File: config.mk
export PLATFORM = sky130hd
export DESIGN_NAME = peripheral_soft_reset_control
export DESIGN_NICKNAME = d
export VERILOG_FILES = /design/src/verilog/soft_reset_pkg.sv /design/src/verilog/axi_lite_port.sv /design/src/verilog/peripheral_soft_reset_control.sv
export SDC_FILE = /design/constraint.sdc
export NUM_CORES = 1
export LEC_CHECK = 0
export BUFFER_PORTS_ARGS = -buffer_cell sky130_fd_sc_hd__buf_2
export CORE_ASPECT_RATIO = 0.6
export CORE_UTILIZATION = 48
export CTS_CLUSTER_DIAMETER = 150
export DETAILED_ROUTE_END_ITERATION = 10
export HOLD_SLACK_MARGIN = 0.02
export PLACE_DENSITY = 0.83
export SYNTH_ARGS = -nofsm -noshare
export SYNTH_HDL_FRONTEND = slang
export SYNTH_SLANG_ARGS = --single-unit
File: constraint.sdc
create_clock -name aclk -period 5.03 [get_ports aclk]
set_input_delay 0.2515 -clock aclk [delete_from_list [all_inputs] [get_ports aclk]]
set_output_delay 0.2515 -clock aclk [all_outputs]
set_load 0.05 [all_outputs]
File: src/verilog/soft_reset_pkg.sv
// constants for the peripheral soft reset control block
// assumes a 32-bit axi4-lite register bus and one system clock
`default_nettype none
package soft_reset_pkg;
  localparam int ADDR_W = 12;
  localparam int DATA_W = 32;
  localparam int STRB_W = 4;
  // register byte offsets
  localparam logic [11:0] OFS_RESET_A = 12'h040;
  localparam logic [11:0] OFS_RESET_B = 12'h044;
  localparam logic [11:0] OFS_HELD_A = 12'h050;
  localparam logic [11:0] OFS_HELD_B = 12'h054;
  localparam logic [31:0] RESET_A_INIT = 32'h00000000;
  localparam logic [31:0] RESET_B_INIT = 32'h00000000;
  // bits that name a unit; all others read as zero
  localparam logic [31:0] WRITABLE_A = 32'h00010048;
  localparam logic [31:0] WRITABLE_B = 32'h030F5033;
  // unit level while the system reset is applied
  localparam logic [31:0] HELD_INIT = 32'hFFFFFFFF;
  // bit positions in the first register
  localparam int ADC_A_BIT = 16;
  localparam int HIB_BIT = 6;
  localparam int WDOG_BIT = 3;
  // bit positions in the second register
  localparam int CMP_B_BIT = 25;
  localparam int CMP_A_BIT = 24;
  localparam int GPC_D_BIT = 19;
  localparam int GPC_C_BIT = 18;
  localparam int GPC_B_BIT = 17;
  localparam int GPC_A_BIT = 16;
  localparam int TW_B_BIT = 14;
  localparam int TW_A_BIT = 12;
  localparam int SS_B_BIT = 5;
  localparam int SS_A_BIT = 4;
  localparam int AS_B_BIT = 1;
  localparam int AS_A_BIT = 0;
  localparam logic [1:0] RESP_OKAY = 2'h0;
  localparam logic [1:0] RESP_SLVERR = 2'h2;
  typedef enum {SEL_RESET_A, SEL_RESET_B, SEL_HELD_A, SEL_HELD_B, SEL_NONE} reg_sel_t;
endpackage
`default_nettype wire
File: src/verilog/axi_lite_port.sv
// axi4-lite slave front end: channel handshakes, one write and one read
// assumes the register file answers wr_ok, rd_ok and rd_data combinationally
`default_nettype none
module axi_lite_port (
  input wire logic aclk,
  input wire logic aresetn,
  input wire logic [soft_reset_pkg::ADDR_W-1:0] awaddr,
  input wire logic awvalid,
  output logic awready,
  input wire logic [soft_reset_pkg::DATA_W-1:0] wdata,
  input wire logic [soft_reset_pkg::STRB_W-1:0] wstrb,
  input wire logic wvalid,
  output logic wready,
  output logic [1:0] bresp,
  output logic bvalid,
  input wire logic bready,
  input wire logic [soft_reset_pkg::ADDR_W-1:0] araddr,
  input wire logic arvalid,
  output logic arready,
  output logic [soft_reset_pkg::DATA_W-1:0] rdata,
  output logic [1:0] rresp,
  output logic rvalid,
  input wire logic rready,
  output logic wr_en,
  output logic [soft_reset_pkg::ADDR_W-1:0] wr_addr,
  output logic [soft_reset_pkg::DATA_W-1:0] wr_data,
  output logic [soft_reset_pkg::STRB_W-1:0] wr_strb,
  input wire logic wr_ok,
  output logic [soft_reset_pkg::ADDR_W-1:0] rd_addr,
  input wire logic [soft_reset_pkg::DATA_W-1:0] rd_data,
  input wire logic rd_ok
);
  typedef struct packed {
    logic aw_held;
    logic [soft_reset_pkg::ADDR_W-1:0] aw_addr;
    logic w_held;
    logic [soft_reset_pkg::DATA_W-1:0] w_data;
    logic [soft_reset_pkg::STRB_W-1:0] w_strb;
    logic awready;
    logic wready;
    logic bvalid;
    logic [1:0] bresp;
    logic ar_held;
    logic [soft_reset_pkg::ADDR_W-1:0] ar_addr;
    logic arready;
    logic rvalid;
    logic [1:0] rresp;
    logic [soft_reset_pkg::DATA_W-1:0] rdata;
  } port_state_t;

  port_state_t st_r;
  port_state_t st_nxt;
  logic do_write;
  logic do_read;

  // a write goes ahead once address and data are both held
  assign do_write = st_r.aw_held && st_r.w_held && !st_r.bvalid;
  assign do_read = st_r.ar_held && !st_r.rvalid;
  assign wr_en = do_write;
  assign wr_addr = st_r.aw_addr;
  assign wr_data = st_r.w_data;
  assign wr_strb = st_r.w_strb;
  assign rd_addr = st_r.ar_addr;

  always_comb begin
    st_nxt = st_r;
    if (awvalid && st_r.awready) begin
      st_nxt.aw_held = 1'b1;
      st_nxt.aw_addr = awaddr;
    end
    if (wvalid && st_r.wready) begin
      st_nxt.w_held = 1'b1;
      st_nxt.w_data = wdata;
      st_nxt.w_strb = wstrb;
    end
    if (do_write) begin
      st_nxt.aw_held = 1'b0;
      st_nxt.w_held = 1'b0;
      st_nxt.bvalid = 1'b1;
      st_nxt.bresp = wr_ok ? soft_reset_pkg::RESP_OKAY : soft_reset_pkg::RESP_SLVERR;
    end else if (st_r.bvalid && bready) begin
      st_nxt.bvalid = 1'b0;
    end
    if (arvalid && st_r.arready) begin
      st_nxt.ar_held = 1'b1;
      st_nxt.ar_addr = araddr;
    end
    if (do_read) begin
      st_nxt.ar_held = 1'b0;
      st_nxt.rvalid = 1'b1;
      st_nxt.rdata = rd_ok ? rd_data : '0;
      st_nxt.rresp = rd_ok ? soft_reset_pkg::RESP_OKAY : soft_reset_pkg::RESP_SLVERR;
    end else if (st_r.rvalid && rready) begin
      st_nxt.rvalid = 1'b0;
    end
    // ready stays low while a channel is held or its answer is pending
    st_nxt.awready = !st_nxt.aw_held && !st_nxt.bvalid;
    st_nxt.wready = !st_nxt.w_held && !st_nxt.bvalid;
    st_nxt.arready = !st_nxt.ar_held && !st_nxt.rvalid;
  end

  always_ff @(posedge aclk) begin
    if (!aresetn) begin
      st_r <= '0;
    end else begin
      st_r <= st_nxt;
    end
  end

  assign awready = st_r.awready;
  assign wready = st_r.wready;
  assign bvalid = st_r.bvalid;
  assign bresp = st_r.bresp;
  assign arready = st_r.arready;
  assign rvalid = st_r.rvalid;
  assign rresp = st_r.rresp;
  assign rdata = st_r.rdata;
endmodule
`default_nettype wire

File: src/verilog/peripheral_soft_reset_control.sv
// software reset control for the on-chip peripheral units
// assumes capability masks come from the device capability registers elsewhere
//
// Chosen here: register access over AXI4-Lite.
`default_nettype none

module peripheral_soft_reset_control (
  input wire logic aclk,
  input wire logic aresetn,
  input wire logic [soft_reset_pkg::ADDR_W-1:0] awaddr,
  input wire logic awvalid,
  output logic awready,
  input wire logic [soft_reset_pkg::DATA_W-1:0] wdata,
  input wire logic [soft_reset_pkg::STRB_W-1:0] wstrb,
  input wire logic wvalid,
  output logic wready,
  output logic [1:0] bresp,
  output logic bvalid,
  input wire logic bready,
  input wire logic [soft_reset_pkg::ADDR_W-1:0] araddr,
  input wire logic arvalid,
  output logic arready,
  output logic [soft_reset_pkg::DATA_W-1:0] rdata,
  output logic [1:0] rresp,
  output logic rvalid,
  input wire logic rready,
  input wire logic [31:0] capability_mask_a,
  input wire logic [31:0] capability_mask_b,
  output logic adc_a_reset,
  output logic hibernation_reset,
  output logic watchdog_reset,
  output logic comparator_b_reset,
  output logic comparator_a_reset,
  output logic gp_counter_d_reset,
  output logic gp_counter_c_reset,
  output logic gp_counter_b_reset,
  output logic gp_counter_a_reset,
  output logic two_wire_b_reset,
  output logic two_wire_a_reset,
  output logic sync_serial_b_reset,
  output logic sync_serial_a_reset,
  output logic async_serial_b_reset,
  output logic async_serial_a_reset
);
  typedef struct packed {
    logic [31:0] reset_a;
    logic [31:0] reset_b;
    logic [31:0] held_a;
    logic [31:0] held_b;
  } ctrl_state_t;

  ctrl_state_t st_r;
  ctrl_state_t st_nxt;

  logic wr_en;
  logic [soft_reset_pkg::ADDR_W-1:0] wr_addr;
  logic [soft_reset_pkg::DATA_W-1:0] wr_data;
  logic [soft_reset_pkg::STRB_W-1:0] wr_strb;
  logic wr_ok;
  logic [soft_reset_pkg::ADDR_W-1:0] rd_addr;
  logic [soft_reset_pkg::DATA_W-1:0] rd_data;
  logic rd_ok;
  logic [31:0] lane_mask;
  soft_reset_pkg::reg_sel_t wr_sel;
  soft_reset_pkg::reg_sel_t rd_sel;

  // word decode shared by the write and the read path
  function automatic soft_reset_pkg::reg_sel_t decode(
    input logic [soft_reset_pkg::ADDR_W-1:0] addr
  );
    logic [soft_reset_pkg::ADDR_W-1:0] word;
    word = {addr[soft_reset_pkg::ADDR_W-1:2], 2'h0};
    case (word)
      soft_reset_pkg::OFS_RESET_A: decode = soft_reset_pkg::SEL_RESET_A;
      soft_reset_pkg::OFS_RESET_B: decode = soft_reset_pkg::SEL_RESET_B;
      soft_reset_pkg::OFS_HELD_A: decode = soft_reset_pkg::SEL_HELD_A;
      soft_reset_pkg::OFS_HELD_B: decode = soft_reset_pkg::SEL_HELD_B;
      default: decode = soft_reset_pkg::SEL_NONE;
    endcase
  endfunction

  // merge new data into the bits that a write is allowed to touch
  function automatic logic [31:0] merge(
    input logic [31:0] old,
    input logic [31:0] data,
    input logic [31:0] allowed
  );
    merge = (old & ~allowed) | (data & allowed);
  endfunction

  axi_lite_port u_port (
    .aclk(aclk),
    .aresetn(aresetn),
    .awaddr(awaddr),
    .awvalid(awvalid),
    .awready(awready),
    .wdata(wdata),
    .wstrb(wstrb),
    .wvalid(wvalid),
    .wready(wready),
    .bresp(bresp),
    .bvalid(bvalid),
    .bready(bready),
    .araddr(araddr),
    .arvalid(arvalid),
    .arready(arready),
    .rdata(rdata),
    .rresp(rresp),
    .rvalid(rvalid),
    .rready(rready),
    .wr_en(wr_en),
    .wr_addr(wr_addr),
    .wr_data(wr_data),
    .wr_strb(wr_strb),
    .wr_ok(wr_ok),
    .rd_addr(rd_addr),
    .rd_data(rd_data),
    .rd_ok(rd_ok)
  );

  // byte enables widen to a bit mask, one lane per strobe
  genvar lane;
  generate
    for (lane = 0; lane < soft_reset_pkg::STRB_W; lane++) begin : g_lane
      assign lane_mask[lane*8 +: 8] = {8{wr_strb[lane]}};
    end
  endgenerate

  assign wr_sel = decode(wr_addr);
  assign rd_sel = decode(rd_addr);
  // status words are read-only; a write to them is answered with an error
  assign wr_ok = (wr_sel == soft_reset_pkg::SEL_RESET_A) ||
                 (wr_sel == soft_reset_pkg::SEL_RESET_B);
  assign rd_ok = (rd_sel != soft_reset_pkg::SEL_NONE);

  always_comb begin
    case (rd_sel)
      soft_reset_pkg::SEL_RESET_A: rd_data = st_r.reset_a & soft_reset_pkg::WRITABLE_A;
      soft_reset_pkg::SEL_RESET_B: rd_data = st_r.reset_b & soft_reset_pkg::WRITABLE_B;
      soft_reset_pkg::SEL_HELD_A: rd_data = st_r.held_a & soft_reset_pkg::WRITABLE_A;
      soft_reset_pkg::SEL_HELD_B: rd_data = st_r.held_b & soft_reset_pkg::WRITABLE_B;
      default: rd_data = '0;
    endcase
  end

  always_comb begin
    st_nxt = st_r;
    if (wr_en && wr_sel == soft_reset_pkg::SEL_RESET_A) begin
      // absent units keep their bit; reserved bits can never be set
      st_nxt.reset_a = merge(st_r.reset_a, wr_data,
        lane_mask & capability_mask_a & soft_reset_pkg::WRITABLE_A);
    end
    if (wr_en && wr_sel == soft_reset_pkg::SEL_RESET_B) begin
      st_nxt.reset_b = merge(st_r.reset_b, wr_data,
        lane_mask & capability_mask_b & soft_reset_pkg::WRITABLE_B);
    end
    // units follow the control bits one cycle after the write lands
    st_nxt.held_a = st_r.reset_a & soft_reset_pkg::WRITABLE_A;
    st_nxt.held_b = st_r.reset_b & soft_reset_pkg::WRITABLE_B;
  end

  always_ff @(posedge aclk) begin
    if (!aresetn) begin
      st_r.reset_a <= soft_reset_pkg::RESET_A_INIT;
      st_r.reset_b <= soft_reset_pkg::RESET_B_INIT;
      // units stay in reset while the whole system is
      st_r.held_a <= soft_reset_pkg::HELD_INIT;
      st_r.held_b <= soft_reset_pkg::HELD_INIT;
    end else begin
      st_r <= st_nxt;
    end
  end

  assign adc_a_reset = st_r.held_a[soft_reset_pkg::ADC_A_BIT];
  assign hibernation_reset = st_r.held_a[soft_reset_pkg::HIB_BIT];
  assign watchdog_reset = st_r.held_a[soft_reset_pkg::WDOG_BIT];
  assign comparator_b_reset = st_r.held_b[soft_reset_pkg::CMP_B_BIT];
  assign comparator_a_reset = st_r.held_b[soft_reset_pkg::CMP_A_BIT];
  assign gp_counter_d_reset = st_r.held_b[soft_reset_pkg::GPC_D_BIT];
  assign gp_counter_c_reset = st_r.held_b[soft_reset_pkg::GPC_C_BIT];
  assign gp_counter_b_reset = st_r.held_b[soft_reset_pkg::GPC_B_BIT];
  assign gp_counter_a_reset = st_r.held_b[soft_reset_pkg::GPC_A_BIT];
  assign two_wire_b_reset = st_r.held_b[soft_reset_pkg::TW_B_BIT];
  assign two_wire_a_reset = st_r.held_b[soft_reset_pkg::TW_A_BIT];
  assign sync_serial_b_reset = st_r.held_b[soft_reset_pkg::SS_B_BIT];
  assign sync_serial_a_reset = st_r.held_b[soft_reset_pkg::SS_A_BIT];
  assign async_serial_b_reset = st_r.held_b[soft_reset_pkg::AS_B_BIT];
  assign async_serial_a_reset = st_r.held_b[soft_reset_pkg::AS_A_BIT];
endmodule
`default_nettype wire

==> metrics.yaml <==
outcome:
  status: "finished clean"
layout:
  fillers: 675
  seq_area_sq_mm: 0.00184
  fin_nets: 619
  drive_gt1_share_pct: 24.1
  areaGrowthSynthToFinish_pct: 17.0
  fin_cells: 597
  antenna_cells: 0
  multi_input_area_sq_mm: 0.00168
clock_tree:
  cts_tree: "built"
  cts_made_buffers: 9
  cts_setup_buffers: 0
  cts_buffer_depth: 2
  ctsHoldBuffers: 0
  post_cts_resized: 0
  insertion_delay_ps: 340
  clock_sinks: 92
  cts_root_buf: "clkbuf_16"
  path_clk_slew_ps: 60
  cts_max_level: 3
pwr:
  irDropWorstVdd_uv: 205
  leakage_nw: 1.93
  comb_power_share_pct: 11.2
  switching_share_pct: 25.5
  power_frac_seq_pct: 47.5
  clkPwrFrac_pct: 41.3
  p_int_w: 0.00122
  p_per_area_mw_per_mm2: 368
  power_switching_w: 0.000416
sta:
  setup_tns_ps: 0
  hold_viol: 0
  clock_skew_ps: 6.28
  worst_pin_slew_ps: 876
  maxSlewViolCount: 0
  period_needed_ps: 1860
  max_freq_ghz: 0.538
  relSlewSlack_pct: 41.5
  setup_viol: 0
  rsz0062_at_grt: "false"
  finalCritPeriodShare_pct: 36.9
critical_path:
  critical_path.max_stage_delay_ps: 890
  cp_slowest_cell: "dfxtp_1"
  crit_required_ps: 5250
  worst_ep_arrival_time_ps: 2080
  r2r_start: "u_port.rd_addr[4]$_SDFFE_PN0P_"
  crit_chain: "mux4_2 -> a22oi_1 -> nor2b_1"
  regToRegSetupSlack_ps: 3170
  rr_endpoint: "u_port.rdata[16]$_SDFFE_PN0P_"
  start_kind: "register"
  reg2reg_depth: 3
  critPathCaptureType: "register"
  cp_max_fo: 15
  worstSetupPathType: "reg -> reg"
logic_synthesis:
  ys.flop_type: "dfxtp_1"
  synthXorXnorAreaFrac_pct: 0
  ys_warn_count: 0
  synth_edf_count: 0
  yosys.area_share.simple_pct: 23.1
  async_reset_ff_share_pct: 0
  netlist-cell-type-count: 31
  synthMuxAreaShare_pct: 6.13
  synth_top_family_by_area: "simple AND/OR/NAND/NOR gates"
  yosys_register_bits: 92
  synth_compound_gate_area_share_pct: 13.0
  synth-adder-area-share_pct: 0
  syn-instance-count: 417
  synth.avg_cell_area_sq_um: 9.10
  ys_seq_area_share_pct: 48.5
  synth_area_sq_mm: 0.00379
drt:
  ant_nets: 0
  num_vias: 2893
  viasPerCell: 4.85
  drt_iter0_drc: 196
  drtPass1Iterations: 5
  drc: 0
  wl_um: 8180
  wire_per_inst_um: 13.7
worst_hold_path:
  hold_start: "wstrb[1]"
  min_path_type: "in -> reg"
  holdPathStages: 3
  min_to: "u_port.wr_strb[1]$_SDFFE_PN0P_"
floorplan:
  start_util_pct: 51.0
  die_area_sq_mm: 0.00828
  io_pins: 187
  chipHeight_um: 70.9
  rows: 24
  die_w_um: 117
  placeableCoreArea_sq_mm: 0.00745
grt:
  grt.total_usage_pct: 21.0
  grt_pass1_wl_um: 13100
  grt_overflow: 0
  antenna_found_initial: 0
  grt_max_degree: 54
  grt_pass1_vias: 2804
job:
  maxCapViolCount: 0
placement:
  port_buffers: 95
  place.gp.congestion: 0.781
  post-place-cells: 581
  dpl.hpwl_um: 6090
[Yosys cell counts (2+ instances only)]
master	n	share of area, %
or4bb_1	2	0.59
nor2b_1	5	0.82
nand2b_1	18	3.0
and2_1	4	0.66
nand4b_1	3	0.69
and3_1	2	0.33
nand3_1	5	0.66
nor3_1	2	0.26
dfxtp_1	92	49
nor2_1	10	0.99
a21oi_1	7	0.92
nor4_4	3	1.7
a22oi_1	3	0.59
o21ai_0	13	1.7
buf_4	36	7.1
mux2i_1	21	5.5
a41o_1	7	1.8
clkbuf_1	18	1.8
nand2_1	115	11
a21boi_0	40	7.9
[layer usage]
layer / vias to the layer above / track usage [%] / share of wire, %
met4: 0 / 6.47 / 1.2
met5: - / 0 / 0
met3: 10 / 8.48 / 7.7
met1: 1317 / 26.8 / 48
met2: 88 / 32.7 / 43
li1: 1478 / - / -
[power by group through the flow]
stage | Sequential (W) | Combinational, W | Clock [W]
after floorplan | 0.000819 | 0.000116 | 0
after global placement | 0.000790 | 0.000178 | 0
after detailed placement | 0.000792 | 0.000182 | 0
after CTS | 0.000776 | 0.000183 | 0.000693
after global routing | 0.000779 | 0.000197 | 0.000725
final | 0.000776 | 0.000182 | 0.000676
[layout by cell type, fill, tap and decap left out, drive strengths merged, types with 5 or more instances in the layout]
cell / count
nand3: 5
o21ai: 13
a21boi: 40
buf: 96
a21oi: 7
nor2b: 5
dfxtp: 92
nand2: 115
a41o: 7
conb: 20
clkbuf: 12
mux2i: 21
nand2b: 18
nor2: 10
[worst max path at each step]
stage / startpoint / endpoint / slack (ps) / cells past startpoint
floorplan: u_port.bvalid$_SDFF_PN0_ / register / 3240 / 4
global placement: aresetn / u_port.rdata[19]$_SDFFE_PN0P_ / 3050 / 4
detailed placement: aresetn / u_port.rdata[25]$_SDFFE_PN0P_ / 3000 / 4
CTS: u_port.rd_addr[4]$_SDFFE_PN0P_ / u_port.rdata[16]$_SDFFE_PN0P_ / 3160 / 3
global route: u_port.rd_addr[4]$_SDFFE_PN0P_ / u_port.rdata[16]$_SDFFE_PN0P_ / 3030 / 3
finish: u_port.rd_addr[4]$_SDFFE_PN0P_ / u_port.rdata[16]$_SDFFE_PN0P_ / 3170 / 3
[metrics by stage]
step | hold WS (ps) | power, W | setup slack (ps) | util [%] | cell area, sq um
finish | 159 | 0.00163 | 3170 | 59.6 | 4440
global route | 154 | 0.00170 | 3030 | 59.6 | 4440
CTS | 148 | 0.00165 | 3160 | 59.6 | 4440
detailed placement | 447 | 0.000974 | 3000 | 55.5 | 4140
global placement | 430 | 0.000968 | 3050 | 55.5 | 4140
floorplan | 396 | 0.000935 | 3240 | - | 3870
[critical path: cells and delay by family, from the launching register on]
| kind | cells | cell delay (ps) |
|---|---|---|
| flops | 1 | 890 |
| compound gates | 1 | 180 |
| simple gates | 1 | 80 |
| mux | 1 | 600 |
[cell families after synthesis]
group,Yosys count
simple gates,176
flops,92
compound gates,70
buf+inv,56
mux,22
other cells,1
[layout make-up]
type,instances,share of cell area (%)
clock buffer,12,5.78
timing repair buffer,96,10.9
inverter,1,0.0845
clock inverter,4,1.07
multi-input combinational,288,37.8
tap,104,2.93
sequential,92,41.5
Note: power is estimated with default switching activity, not from simulation.
